===== src/design/sles_pkg.sv =====
// Register map, field positions, reset values and boost code constants for the strobe event block.
package sles_pkg;
	// Register offsets.
	localparam logic [7:0] SLES_ADDR_BOOST_MODE = 8'h0A;
	localparam logic [7:0] SLES_ADDR_BOOST_CODE = 8'h0B;
	localparam logic [7:0] SLES_ADDR_EVENTS = 8'h0E;
	localparam logic [7:0] SLES_ADDR_MASKS = 8'h0F;
	localparam logic [7:0] SLES_ADDR_ACTIVITY = 8'h10;

	// Reset values.
	localparam logic [7:0] SLES_EVENTS_RST = 8'h00;
	localparam logic [7:0] SLES_MASKS_RST = 8'hFF;
	localparam logic [7:0] SLES_ACTIVITY_RST = 8'h00;
	localparam logic [2:0] SLES_MODE_RST = 3'h0;
	localparam logic [6:0] SLES_CODE_RST = 7'h00;

	// Event and mask bit positions.
	localparam int SLES_BIT_B_OPEN = 0;
	localparam int SLES_BIT_B_SHORT = 1;
	localparam int SLES_BIT_A_OPEN = 2;
	localparam int SLES_BIT_A_SHORT = 3;
	localparam int SLES_BIT_REDUCTION = 4;
	localparam int SLES_BIT_NOT_HELD = 5;
	localparam int SLES_NUM_EVENTS = 6;

	// Activity status bit positions.
	localparam int SLES_BIT_TORCH_ON = 2;
	localparam int SLES_BIT_STROBE_ON = 3;

	// Boost operating mode encodings.
	localparam logic [2:0] SLES_MODE_OFF = 3'h0;
	localparam logic [2:0] SLES_MODE_ADAPT_A = 3'h1;
	localparam logic [2:0] SLES_MODE_ADAPT_B = 3'h2;
	localparam logic [2:0] SLES_MODE_ADAPT_AB = 3'h3;
	localparam logic [2:0] SLES_MODE_FIXED = 3'h4;

	// Boost output voltage decoding, in millivolts.
	localparam logic [6:0] SLES_CODE_FLOOR = 7'h0C;
	localparam logic [6:0] SLES_CODE_CEIL = 7'h64;
	localparam logic [12:0] SLES_MV_MIN = 13'h0CE4;
	localparam logic [12:0] SLES_MV_MAX = 13'h157C;
	localparam logic [12:0] SLES_MV_STEP = 13'h0019;
endpackage : sles_pkg


===== src/design/sles_regs.sv =====
// Event, mask and activity registers of the strobe LED driver with boost code decoding.
//
// Contract
// - Decode boost code: floor 3.3V, 25mV steps, 5.5V cap.
// - Event register resets zero, clears on read.
// - Bit 0 flags channel B open.
// - Bit 1 flags channel B short.
// - Bit 2 flags channel A open.
// - Bit 3 flags channel A short.
// - Bit 4 flags current reduction during strobe.
// - Bit 5 flags LED current not held.
// - Masks reset ones; bits 0-3 one masks.
// - Mask bit 4: one unmasks, zero masks.
// - Mask bit 5: one unmasks, zero masks.
// - Activity bit 2 shows torch in progress.
// - Activity bit 3 shows strobe; others zero.
// - Adaptive modes ignore the boost voltage code.
// - Mode field: off, adaptive A/B/both, fixed.
`timescale 1ns/1ns
module sles_regs (
	// Clock and reset.
	input wire logic clk,
	input wire logic resetn,
	// Register access from the serial interface engine.
	input wire logic [7:0] reg_addr,
	input wire logic reg_wr,
	input wire logic [7:0] reg_wdata,
	input wire logic reg_rd,
	output logic [7:0] reg_rdata,
	output logic reg_rvalid,
	// Fault detectors, one-cycle or level, active high.
	input wire logic chan_b_open_evt,
	input wire logic chan_b_short_evt,
	input wire logic chan_a_open_evt,
	input wire logic chan_a_short_evt,
	input wire logic current_reduction_irq,
	input wire logic current_not_held_evt,
	// Activity from the LED sequencer.
	input wire logic torch_active,
	input wire logic strobe_active,
	// Boost converter control.
	output logic [2:0] boost_mode,
	output logic boost_use_adaptive,
	output logic boost_fixed,
	output logic [12:0] boost_target_mv,
	// Combined interrupt request, active high.
	output logic event_irq
);
	typedef struct packed {
		logic [5:0] events;
		logic [7:0] masks;
		logic [2:0] mode;
		logic [6:0] code;
		logic [7:0] rdata;
		logic rvalid;
		logic irq;
		logic [12:0] target_mv;
	} sles_state_t;

	sles_state_t st;
	sles_state_t next_st;
	logic [5:0] evt_in;
	logic [5:0] unmasked;
	logic [7:0] activity;
	logic [7:0] decode_tmp;

	// Only channel detectors feed bits 0 to 3; the order follows the register layout.
	always_comb
	begin
		evt_in = '0;
		evt_in[sles_pkg::SLES_BIT_B_OPEN] = chan_b_open_evt;
		evt_in[sles_pkg::SLES_BIT_B_SHORT] = chan_b_short_evt;
		evt_in[sles_pkg::SLES_BIT_A_OPEN] = chan_a_open_evt;
		evt_in[sles_pkg::SLES_BIT_A_SHORT] = chan_a_short_evt;
		evt_in[sles_pkg::SLES_BIT_REDUCTION] = current_reduction_irq;
		evt_in[sles_pkg::SLES_BIT_NOT_HELD] = current_not_held_evt;
	end

	// Bits 4 and 5 keep their inverted sense, so the 0xFF reset leaves them unmasked.
	always_comb
	begin
		unmasked[3:0] = st.events[3:0] & ~st.masks[3:0];
		unmasked[4] = st.events[4] & st.masks[4];
		unmasked[5] = st.events[5] & st.masks[5];
	end

	always_comb
	begin
		activity = sles_pkg::SLES_ACTIVITY_RST;
		activity[sles_pkg::SLES_BIT_TORCH_ON] = torch_active;
		activity[sles_pkg::SLES_BIT_STROBE_ON] = strobe_active;
	end

	always_comb
	begin
		decode_tmp = 8'h00;
		next_st = st;
		next_st.rvalid = reg_rd;
		if (reg_rd)
		begin
			unique case (reg_addr)
				sles_pkg::SLES_ADDR_BOOST_MODE: next_st.rdata = {5'h00, st.mode};
				sles_pkg::SLES_ADDR_BOOST_CODE: next_st.rdata = {1'b0, st.code};
				sles_pkg::SLES_ADDR_EVENTS: next_st.rdata = {2'h0, st.events};
				sles_pkg::SLES_ADDR_MASKS: next_st.rdata = st.masks;
				sles_pkg::SLES_ADDR_ACTIVITY: next_st.rdata = activity;
				default: next_st.rdata = 8'h00;
			endcase
		end
		// A write and a read in one cycle are both honoured; writes to read-only space drop.
		if (reg_wr)
		begin
			unique case (reg_addr)
				sles_pkg::SLES_ADDR_BOOST_MODE: next_st.mode = reg_wdata[2:0];
				sles_pkg::SLES_ADDR_BOOST_CODE: next_st.code = reg_wdata[6:0];
				sles_pkg::SLES_ADDR_MASKS: next_st.masks = reg_wdata;
				default: next_st.mode = st.mode;
			endcase
		end
		// Clear first, then set, so a detector firing during the read is kept.
		if (reg_rd && reg_addr == sles_pkg::SLES_ADDR_EVENTS)
			next_st.events = '0;
		next_st.events = next_st.events | evt_in;
		next_st.irq = |unmasked;
		if (st.code <= sles_pkg::SLES_CODE_FLOOR)
			next_st.target_mv = sles_pkg::SLES_MV_MIN;
		else if (st.code >= sles_pkg::SLES_CODE_CEIL)
			next_st.target_mv = sles_pkg::SLES_MV_MAX;
		else
		begin
			decode_tmp = {1'b0, st.code - sles_pkg::SLES_CODE_FLOOR};
			next_st.target_mv = 13'(sles_pkg::SLES_MV_MIN
				+ sles_pkg::SLES_MV_STEP * {5'h00, decode_tmp});
		end
		// The code has no effect unless the converter runs at a fixed target.
		if (st.mode != sles_pkg::SLES_MODE_FIXED)
			next_st.target_mv = 13'h0000;
	end

	always_ff @(posedge clk)
	begin
		if (!resetn)
		begin
			st.events <= sles_pkg::SLES_EVENTS_RST[5:0];
			st.masks <= sles_pkg::SLES_MASKS_RST;
			st.mode <= sles_pkg::SLES_MODE_RST;
			st.code <= sles_pkg::SLES_CODE_RST;
			st.rdata <= 8'h00;
			st.rvalid <= 1'b0;
			st.irq <= 1'b0;
			st.target_mv <= 13'h0000;
		end
		else
			st <= next_st;
	end

	// Reserved mode codes behave as off.
	always_comb
	begin
		boost_use_adaptive = 1'b0;
		boost_fixed = 1'b0;
		unique case (st.mode)
			sles_pkg::SLES_MODE_ADAPT_A,
			sles_pkg::SLES_MODE_ADAPT_B,
			sles_pkg::SLES_MODE_ADAPT_AB: boost_use_adaptive = 1'b1;
			sles_pkg::SLES_MODE_FIXED: boost_fixed = 1'b1;
			default: boost_fixed = 1'b0;
		endcase
	end

	assign boost_mode = st.mode;
	assign boost_target_mv = st.target_mv;
	assign reg_rdata = st.rdata;
	assign reg_rvalid = st.rvalid;
	assign event_irq = st.irq;

	logic rd_events;
	assign rd_events = reg_rd && reg_addr == sles_pkg::SLES_ADDR_EVENTS;

	property p_code_floor;
		@(posedge clk) disable iff (!resetn)
		(st.mode == sles_pkg::SLES_MODE_FIXED && st.code <= 7'h0C) |=> boost_target_mv == 13'h0CE4;
	endproperty
	a_code_floor: assert property (p_code_floor) else $error("Low code not at 3300 mV.");

	property p_code_ceil;
		@(posedge clk) disable iff (!resetn)
		(st.mode == sles_pkg::SLES_MODE_FIXED && st.code >= 7'h64) |=> boost_target_mv == 13'h157C;
	endproperty
	a_code_ceil: assert property (p_code_ceil) else $error("High code not at 5500 mV.");

	property p_code_step;
		@(posedge clk) disable iff (!resetn)
		(st.mode == sles_pkg::SLES_MODE_FIXED && st.code > 7'h0C && st.code < 7'h64)
		|=> int'(boost_target_mv) == 3300 + 25 * (int'($past(st.code)) - 12);
	endproperty
	a_code_step: assert property (p_code_step) else $error("Step code decoded wrongly.");

	property p_adaptive_ignores;
		@(posedge clk) disable iff (!resetn)
		(boost_use_adaptive ##1 boost_use_adaptive) |-> boost_target_mv == 13'h0000 && !boost_fixed;
	endproperty
	a_adaptive_ignores: assert property (p_adaptive_ignores) else $error("Adaptive used code.");

	property p_read_clears;
		@(posedge clk) disable iff (!resetn)
		(rd_events && evt_in == 6'h00) |=> st.events == 6'h00 && reg_rdata == {2'h0, $past(st.events)};
	endproperty
	a_read_clears: assert property (p_read_clears) else $error("Event read did not clear.");

	property p_event_kept;
		@(posedge clk) disable iff (!resetn)
		1'b1 |=> (st.events & $past(evt_in)) == $past(evt_in);
	endproperty
	a_event_kept: assert property (p_event_kept) else $error("Event was lost.");

	property p_sticky;
		@(posedge clk) disable iff (!resetn)
		!rd_events |=> (st.events & $past(st.events)) == $past(st.events);
	endproperty
	a_sticky: assert property (p_sticky) else $error("Event dropped without read.");

	property p_reset_values;
		@(posedge clk)
		!resetn |=> st.masks == 8'hFF && st.events == 6'h00 && !event_irq;
	endproperty
	a_reset_values: assert property (p_reset_values) else $error("Wrong reset values.");

	property p_irq;
		@(posedge clk) disable iff (!resetn)
		1'b1 |=> event_irq == ((|($past(st.events[3:0]) & ~$past(st.masks[3:0])))
			|| (|($past(st.events[5:4]) & $past(st.masks[5:4]))));
	endproperty
	a_irq: assert property (p_irq) else $error("Interrupt request wrong.");

	property p_activity;
		@(posedge clk) disable iff (!resetn)
		(reg_rd && reg_addr == sles_pkg::SLES_ADDR_ACTIVITY)
		|=> reg_rvalid && reg_rdata == {4'h0, $past(strobe_active), $past(torch_active), 2'h0};
	endproperty
	a_activity: assert property (p_activity) else $error("Activity read wrong.");

	c_read_collision: cover property (@(posedge clk) disable iff (!resetn)
		rd_events && evt_in != 6'h00 ##1 st.events != 6'h00);
	c_irq_rise: cover property (@(posedge clk) disable iff (!resetn) $rose(event_irq));
	c_saturated: cover property (@(posedge clk) disable iff (!resetn)
		boost_fixed && boost_target_mv == 13'h157C);
	c_mask_write: cover property (@(posedge clk) disable iff (!resetn)
		reg_wr && reg_addr == sles_pkg::SLES_ADDR_MASKS ##1 st.masks == 8'h00);
endmodule : sles_regs


===== config.mk =====
export PLATFORM = sky130hd
export DESIGN_NAME = sles_regs
export DESIGN_NICKNAME = d
export VERILOG_FILES = /design/src/design/sles_pkg.sv /design/src/design/sles_regs.sv
export SDC_FILE = /design/constraint.sdc
export NUM_CORES = 1
export LEC_CHECK = 0
export BUFFER_PORTS_ARGS = -buffer_cell sky130_fd_sc_hd__buf_2
export CORE_MARGIN = 2
export CORE_UTILIZATION = 35
export CTS_BUF_LIST = sky130_fd_sc_hd__clkbuf_4 sky130_fd_sc_hd__clkbuf_8
export DETAILED_ROUTE_END_ITERATION = 10
export GPL_ROUTABILITY_DRIVEN = 0
export PLACE_DENSITY = 0.53
export SYNTH_ARGS = -nofsm -noshare
export SYNTH_HDL_FRONTEND = slang
export SYNTH_SLANG_ARGS = --single-unit

===== constraint.sdc =====
create_clock -name clk -period 3.2 [get_ports clk]
set_input_delay 0.64 -clock clk [delete_from_list [all_inputs] [get_ports clk]]
set_output_delay 0.64 -clock clk [all_outputs]
set_load 0.02 [all_outputs]

======== After elaboration in Yosys (flattened, before gate mapping) ========
Index checks and enable logic that the tools add are counted.
word-level totals
  logic and storage cells ................. 46
  register bits ........................... 47
  bits of input ports ..................... 28
  output and inout port bits .............. 28
operators by class
  mux-type cells .......................... 6
  bitwise logic cells ..................... 6
  $add $sub $neg .......................... 2
  reductions and logical operators ........ 9
  multipliers ............................. 1
  magnitude comparators ................... 2
  equality and inequality tests ........... 10
operators by type and width
  cell                                                            count
  one-hot mux 8 bit (5 select lines)                              1
  equality test 8 x 4 -> 1 bit, second input constant             4
  adder 12 x 12 -> 13 bit, first input constant                   1
  2-to-1 mux 13 bit                                               1
  multiplier 5 x 7 -> 12 bit, first input constant                1
  2-to-1 mux 12 bit                                               1
  equality test 8 x 5 -> 1 bit, second input constant             1
  >= comparator 7 bit, second input constant                      1
  less-or-equal comparator 7 x 4 -> 1 bit, second input constant  1
  subtractor 7 x 4 -> 7 bit, second input constant                1
  equality test 3 x 2 -> 1 bit, second input constant             2
  2-to-1 mux 6 bit                                                1
  OR 6 bit                                                        1
  AND reduction 2 bit                                             3
  OR reduction 3 bit                                              2
  OR reduction 6 bit                                              1
  AND 4 bit                                                       1
  inverter 4 bit                                                  1
  OR reduction 4 bit                                              1
  equality test 3 x 1 -> 1 bit, second input constant             1
  equality test 3 bit, second input constant                      1
  != test 3 bit, second input constant                            1
  AND 1 bit                                                       2
  2-to-1 mux 1 bit                                                2
  other kinds (3)                                                 3

======== Logic depth before layout (Yosys ltp) ========
Gate-level depths: netlist (run 1).
  depth after elaboration ................. 5
  depth in mapped cells ................... 13
  mapped depth without buffers ............ 12

======== Worst setup path before layout (run 1) ========
Ideal clock, no wire load.
  path kind ............................... reg-to-reg
  start point ............................. register st[25] (netlist bit)
  end point ............................... register st (netlist bit boost_target_mv[11])
  path slack .............................. -0.035 ns
  library setup time ...................... 0.079 ns
  path buffers ............................ 0
  data arrival time ....................... 3.157 ns
  data required time ...................... 3.121 ns
  cell stages (with the launch flop) ...... 13
  clock period less this slack ............ 3.235 ns
  cell sequence ........................... dfxtp_1 -> ha_1 -> nor3_1 -> xor2_1 -> inv_1 -> fa_1 -> inv_1 -> ha_1 -> ha_1 -> or4_1 -> a21o_1 -> a211o_1 -> o211ai_1
on the way
  cells in the longest elaborated chain, start to end .. 5
  elaborated cells between the ends (all ways) .. 7
  classes of those cells .................. 2 x add/sub; 1 x mul; 2 x order compare; 2 x mux
RTL lines
  element                     RTL line          text
  from (decl)                 sles_regs.sv:60   sles_state_t st;
  from (signal assigned)      sles_regs.sv:154  st <= next_st;
  subtractor 7 x 4 -> 7 bit   sles_regs.sv:131  decode_tmp = {1'b0, st.code - sles_pkg::SLES_CODE_FLOOR};
  multiplier 5 x 7 -> 12 bit  sles_regs.sv:133  + sles_pkg::SLES_MV_STEP * {5'h00, decode_tmp});
  adder 12 x 12 -> 13 bit     sles_regs.sv:133
  2-to-1 mux 13 bit           sles_regs.sv:127  else if (st.code >= sles_pkg::SLES_CODE_CEIL)
  2-to-1 mux 12 bit (*)       sles_regs.sv:125  if (st.code <= sles_pkg::SLES_CODE_FLOOR)
Every way passes the cells marked *; elsewhere a longest branch is shown, timed or not.
A chain may end at the register's enable or synchronous reset.

======== Final worst setup path (run 1) ========
  start point ............................. register st[26] (netlist bit)
  end point ............................... register st (netlist bit boost_target_mv[11])
Same word-level chain as after synthesis.

==> results of run 1 <==
-- area by class of cell --
class	count	area, µm²
fill	852	4740
timing repair buffer	74	418
inverter	23	86.3
clock inverter	2	38.8
tap	105	131
clock buffer	6	82.6
sequential	47	947
multi-input combinational	216	1810
-- per-stage QoR --
step | util [%] | area, µm²
after CTS | 41.5 | 3430
after global placement | 39.7 | 3280
final | 42.5 | 3510
after global routing | 42.5 | 3510
after detailed placement | 39.7 | 3280
after floorplan | - | 3010
-- timing repair --
| action | 4_1_cts | 5_1_grt |
|---|---|---|
| endpoints found under the setup margin | 5 | 6 |
| pin swaps | 1 | 1 |
| setup buffers | 2 | 1 |
| resized for setup | 3 | 14 |
-- critical path, delay by kind of cell, from the launching register on --
| kind | cells | cell delay [ns] |
|---|---|---|
| flops | 1 | 0.38 |
| xor+xnor | 1 | 0.23 |
| buf+inv | 1 | 0.05 |
| compound gates | 3 | 0.56 |
| simple gates | 2 | 0.63 |
| fa+ha+maj | 5 | 1.17 |
-- power by group through the flow --
stage	sequential (mW)	clock, mW	combinational, mW
floorplan	0.613	0	0.0595
global placement	0.613	0	0.0915
detailed placement	0.613	0	0.0924
CTS	0.599	0.496	0.0926
global route	0.600	0.517	0.103
finish	0.598	0.479	0.0925
-- state kept, by name (all words and copies together), names as in the netlist --
register         flops
boost_mode           3
boost_target_mv     13
event_irq            1
reg_rdata            8
reg_rvalid           1
st                  21
-- kinds of logic (layout without fill, tap and decap cells) --
kind of cell	Yosys count	in the layout	synth area share, %
simple gates	94	94	18.8
buf+inv	62	105	11.4
compound gates	57	57	12.7
flops	47	47	31.3
fa+ha+maj	32	32	13.8
mux	26	26	9.94
xor+xnor	7	7	2.04
-- cell usage after synthesis, drive strengths merged --
| master | number |
|---|---|
| fa | 2 |
| a211oi | 1 |
| a21boi | 7 |
| nand2 | 8 |
| a21o | 4 |
| mux2i | 22 |
| xnor2 | 3 |
| or3 | 3 |
| o2bb2ai | 3 |
| nand3 | 5 |
| a2111o | 1 |
| a22oi | 2 |
| inv | 23 |
| nor4bb | 1 |
| o211ai | 2 |
| o21ai | 8 |
| and3b | 1 |
| or4 | 4 |
| clkbuf | 9 |
| and2 | 1 |
| mux4 | 3 |
| nand3b | 1 |
| nor2b | 33 |
| a31oi | 2 |
| a211o | 3 |
| buf | 30 |
| nor2 | 11 |
| o211a | 1 |
| dfxtp | 47 |
| nand2b | 10 |
| mux2 | 1 |
| o21bai | 1 |
| o31a | 2 |
| nor4 | 3 |
| o21a | 4 |
| ha | 30 |
| xor2 | 4 |
| nand4 | 3 |
| nor3 | 6 |
| o22ai | 1 |
| nor3b | 2 |
| and3 | 2 |
| a21oi | 15 |
-- per-layer routing --
metal	track usage, %	routed length [µm]	vias up
met5	0	0	-
met4	3.68	60	0
met3	2.82	243	5
met2	22.2	2940	40
met1	21.5	3560	1058
li1	-	-	1187
-- worst paths after layout --
path / endpoint / slack [ns] / cells past startpoint
min: reg_rdata[6]$_SDFFE_PN0P_ / 0.48 / 2
max reg2reg: boost_target_mv[11]$_SDFF_PP0_ / 0.10 / 12
min reg2reg: reg_rdata[6]$_SDFFE_PN0P_ / 0.48 / 2
max: boost_target_mv[11]$_SDFF_PP0_ / 0.10 / 12
==> impl_metrics.py, run 1 <==
metrics = {
    "route": {
        "viasPerCell": 4.84,
        "dr.pass1.iters": 4,
        "drtAntennaViolNets": 0,
        "drc": 0,
        "wl_per_cell_um": 14.4,
        "first_iter_violations": 86,
        "dr_total_vias": 2290,
        "drt_wl_total_um": 6810,
    },
    "timing": {
        "drv_slew": 0,
        "skew_ns": 0.0112,
        "fin_crit_ns": 3.10,
        "tightest_slew_ns": 0.553,
        "period_share_pct": 96.8,
        "worst_slack_ns": 0.102,
        "hold_violations": 0,
        "fin_tns_setup_ns": 0,
        "rsz0062_at_grt": "true",
        "setup_viol": 0,
        "whs_ns": 0.479,
        "max_freq_mhz": 323,
        "relSlewSlack_pct": 63.2,
    },
    "cts": {
        "cts_tree": "yes",
        "clock-sinks": 47,
        "clockBufferDepth": 2,
        "clkLatencyLatePin_ns": 0.31,
        "cts_root_buffer": "clkbuf_8",
        "cts_made_buffers": 5,
        "clk_pin_slew_worst_paths_ns": 0.09,
        "htreeDepth": 2,
        "cts_hold_buf": 0,
    },
    "power": {
        "power.switching_uw": 274,
        "p_total_mw": 1.17,
        "vdd_ir_drop_max_mv": 0.229,
        "clkPwrFrac_pct": 40.9,
        "pwr-share-seq_pct": 51.2,
        "power_density_nw_per_um2": 333,
        "power_leakage_nw": 1.64,
        "p_int_uw": 895,
        "switching_share_pct": 23.5,
        "power.share.combinational_pct": 7.9,
    },
    "worst_setup_path": {
        "path_cells": "ha_4, nor3_4, xor2_2, ha_1, inv_1, ha_1, ha_1, ha_2, or4_1, a21o_1, a211o_1, o211ai_1",
        "cp_max_fo": 6,
        "crit_path_max_incr_delay_ns": 0.47,
        "path_class": "register to register",
        "startpoint": "st[26]$_SDFFE_PN0P_",
        "crit_required_ns": 3.43,
        "cp_data_arrival_time_ns": 3.32,
        "cp_common_cell": "ha_1",
        "crit-reg2reg-launch": "st[26]$_SDFFE_PN0P_",
        "crit_path_end_kind": "register",
        "startpoint_type": "register",
        "crit_slowest_cell": "or4_1",
    },
    "finish": {
        "final_cell_mix": "buf_2, dfxtp_1, nor2b_1",
        "final_common_cell": "buf_2",
        "drive_gt1_share_pct": 28.3,
        "areaGrowthSynthToFinish_pct": 16.8,
        "num-nets-final": 427,
        "fin_cells": 473,
        "diodes": 0,
    },
    "yosys": {
        "avgSynthCellArea_um2": 9.26,
        "synth_cell_types": 49,
        "synth_fp_nets": 385,
        "yosysTopAreaCellShare_pct": 31.3,
        "syn-cell-area_um2": 3010,
        "syn_inst": 325,
        "synth_area_leaders": "dfxtp_1, ha_1, mux2i_1",
        "yosysWarnings": 0,
        "seq_area_frac_synth_pct": 31.3,
        "synth-seq-cells": 47,
        "synth.largest_area_cell": "dfxtp_1",
    },
    "min_path": {
        "hp-start": "reg_rdata[6]$_SDFFE_PN0P_",
        "hp-class": "register to register",
    },
    "global_routing": {
        "grt_pass1_wl_um": 11400,
        "antenna_found_initial": 0,
        "grt_max_degree": 29,
        "grt_usage_pct": 14.7,
        "grt.overflow.total": 0,
        "first_global_vias": 2313,
    },
    "die": {
        "die-area_um2": 9350,
        "rows": 33,
        "die_y_um": 96.7,
        "coreArea_um2": 8260,
        "initial_core_util_pct": 36.4,
        "num_io_pins": 56,
        "die_w_um": 96.7,
    },
    "placement": {
        "io_buffers": 55,
        "hpwl_um": 5140,
        "place_inst": 462,
        "place_worst_setup_slack_ns": -0.0264,
    },
    "run_status": {
        "outcome": "completed",
    },
    "run": {
        "max_cap_viol_count": 0,
    },
}
No activity file was read; power rests on OpenSTA's default activity.
==> run 2: changes to the inputs <==
--- a/config.mk
+++ b/config.mk
@@ -12,6 +12,7 @@
 export DETAILED_ROUTE_END_ITERATION = 10
 export GPL_ROUTABILITY_DRIVEN = 0
 export PLACE_DENSITY = 0.53
+export RECOVER_POWER = 100
 export SYNTH_ARGS = -nofsm -noshare
 export SYNTH_HDL_FRONTEND = slang
 export SYNTH_SLANG_ARGS = --single-unit
==> run 2 against run 1 <==
Net effect: register-to-register slack hardly changed; global-route usage unchanged; via count did not move; clock skew about the same; combinational power fell by 3.6%; cell count unchanged; power fell by 0.38%; sequential share of layout area increased by 0.50 points; routed wire length rose by 0.28%; largest power group unchanged.
==> impl_metrics.py, run 2 (synthesis gave the netlist of run 1 again) <==
metrics = {
    "global_routing": {
        "grt_max_degree": 29,
        "grt_usage_pct": 14.7,
        "grt_pass1_wl_um": 11400,
        "antenna_found_initial": 0,
        "grt.overflow.total": 0,
        "first_global_vias": 2313,
    },
    "power": {
        "vdd_ir_drop_max_mv": 0.229,
        "power.share.combinational_pct": 7.7,
        "clkPwrFrac_pct": 41.0,
        "power_density_nw_per_um2": 338,
        "pwr-share-seq_pct": 51.3,
        "switching_share_pct": 23.4,
        "p_total_mw": 1.16,
        "p_int_uw": 893,
        "power_leakage_nw": 1.51,
        "power.switching_uw": 272,
    },
    "route": {
        "wl_per_cell_um": 14.4,
        "first_iter_violations": 84,
        "dr_total_vias": 2290,
        "drc": 0,
        "drt_wl_total_um": 6830,
        "drtAntennaViolNets": 0,
        "dr.pass1.iters": 4,
        "viasPerCell": 4.84,
    },
    "die": {
        "num_io_pins": 56,
        "coreArea_um2": 8260,
        "rows": 33,
        "initial_core_util_pct": 36.4,
        "die_y_um": 96.7,
        "die_w_um": 96.7,
        "die-area_um2": 9350,
    },
    "timing": {
        "max_freq_mhz": 323,
        "rsz0062_at_grt": "true",
        "tightest_slew_ns": 0.948,
        "skew_ns": 0.0113,
        "setup_viol": 0,
        "relSlewSlack_pct": 36.2,
        "whs_ns": 0.482,
        "drv_slew": 0,
        "period_share_pct": 96.9,
        "worst_slack_ns": 0.100,
        "fin_crit_ns": 3.10,
        "fin_tns_setup_ns": 0,
        "hold_violations": 0,
    },
    "finish": {
        "final_common_cell": "dfxtp_1",
        "drive_gt1_share_pct": 19.3,
        "final_cell_mix": "dfxtp_1, nor2b_1, clkbuf_1",
        "fill_cells": 862,
        "top_register": "st",
        "areaGrowthSynthToFinish_pct": 14.6,
        "postLayoutCoreUtil_pct": 41.8,
        "largest_reg_flops": 21,
        "fin_cells": 473,
        "fin_area_um2": 3450,
        "diodes": 0,
        "num-nets-final": 427,
    },
    "cts": {
        "htreeDepth": 2,
        "clock-sinks": 47,
        "cts_made_buffers": 5,
        "clk_pin_slew_worst_paths_ns": 0.09,
        "clkLatencyLatePin_ns": 0.31,
        "cts_root_buffer": "clkbuf_8",
        "cts_tree": "yes",
        "cts_hold_buf": 0,
        "clockBufferDepth": 2,
    },
    "worst_setup_path": {
        "path_class": "register to register",
        "startpoint_type": "register",
        "cp_max_fo": 6,
        "cp_data_arrival_time_ns": 3.33,
        "crit_required_ns": 3.43,
        "crit_path_end_kind": "register",
    },
    "placement": {
        "hpwl_um": 5140,
        "io_buffers": 55,
        "dpl_cell_area_um2": 3280,
        "place_inst": 462,
        "place_worst_setup_slack_ns": -0.0264,
    },
    "min_path": {
        "hp-class": "register to register",
    },
    "run": {
        "max_cap_viol_count": 0,
    },
    "run_status": {
        "outcome": "completed",
    },
}
==> run 2: power by group through the flow <==
| stage | Sequential, mW | Combinational, mW | Clock (mW) |
|---|---|---|---|
| floorplan | 0.613 | 0.0595 | 0 |
| global placement | 0.613 | 0.0915 | 0 |
| detailed placement | 0.613 | 0.0924 | 0 |
| CTS | 0.599 | 0.0926 | 0.496 |
| global route | 0.600 | 0.0996 | 0.517 |
| finish | 0.598 | 0.0892 | 0.477 |
==> run 2: layout make-up <==
type / instances / area [µm²] / share of cell area [%]
multi-input combinational: 216 / 1790 / 51.8
timing repair buffer: 74 / 378 / 11.0
inverter: 23 / 86.3 / 2.50
sequential: 47 / 947 / 27.5
clock buffer: 6 / 82.6 / 2.39
tap: 105 / 131 / 3.81
clock inverter: 2 / 38.8 / 1.12
==> run 2: metal layers <==
layer | track usage, % | up-vias | routed length [µm]
met5 | 0 | - | 0
met4 | 3.68 | 0 | 60
met2 | 22.2 | 38 | 2950
li1 | - | 1187 | -
met3 | 2.82 | 5 | 256
met1 | 21.5 | 1060 | 3560
==> run 2: worst paths after layout <==
path / start / end / slack, ns / depth (start not counted)
max: st[26]$_SDFFE_PN0P_ / boost_target_mv[11]$_SDFF_PP0_ / 0.10 / 12
min: reg_rdata[6]$_SDFFE_PN0P_ / reg_rdata[6]$_SDFFE_PN0P_ / 0.48 / 2
max reg2reg: st[26]$_SDFFE_PN0P_ / boost_target_mv[11]$_SDFF_PP0_ / 0.10 / 12
min reg2reg: reg_rdata[6]$_SDFFE_PN0P_ / reg_rdata[6]$_SDFFE_PN0P_ / 0.48 / 2
==> run 2: timing repair <==
item	in CTS	in global routing
gates resized for setup	3	14
endpoints found under the setup margin	5	6
pin swaps	1	1
buffers inserted	2	1
==> run 2: critical path, stage by stage, from the launching register on <==
cell and delay [ns]:
dfxtp_4 0.38, ha_4 0.19, nor3_4 0.16, xor2_2 0.23, ha_1 0.27, inv_1 0.05
ha_1 0.22, ha_1 0.30, ha_2 0.19, or4_1 0.47, a21o_1 0.19, a211o_1 0.29
o211ai_1 0.08
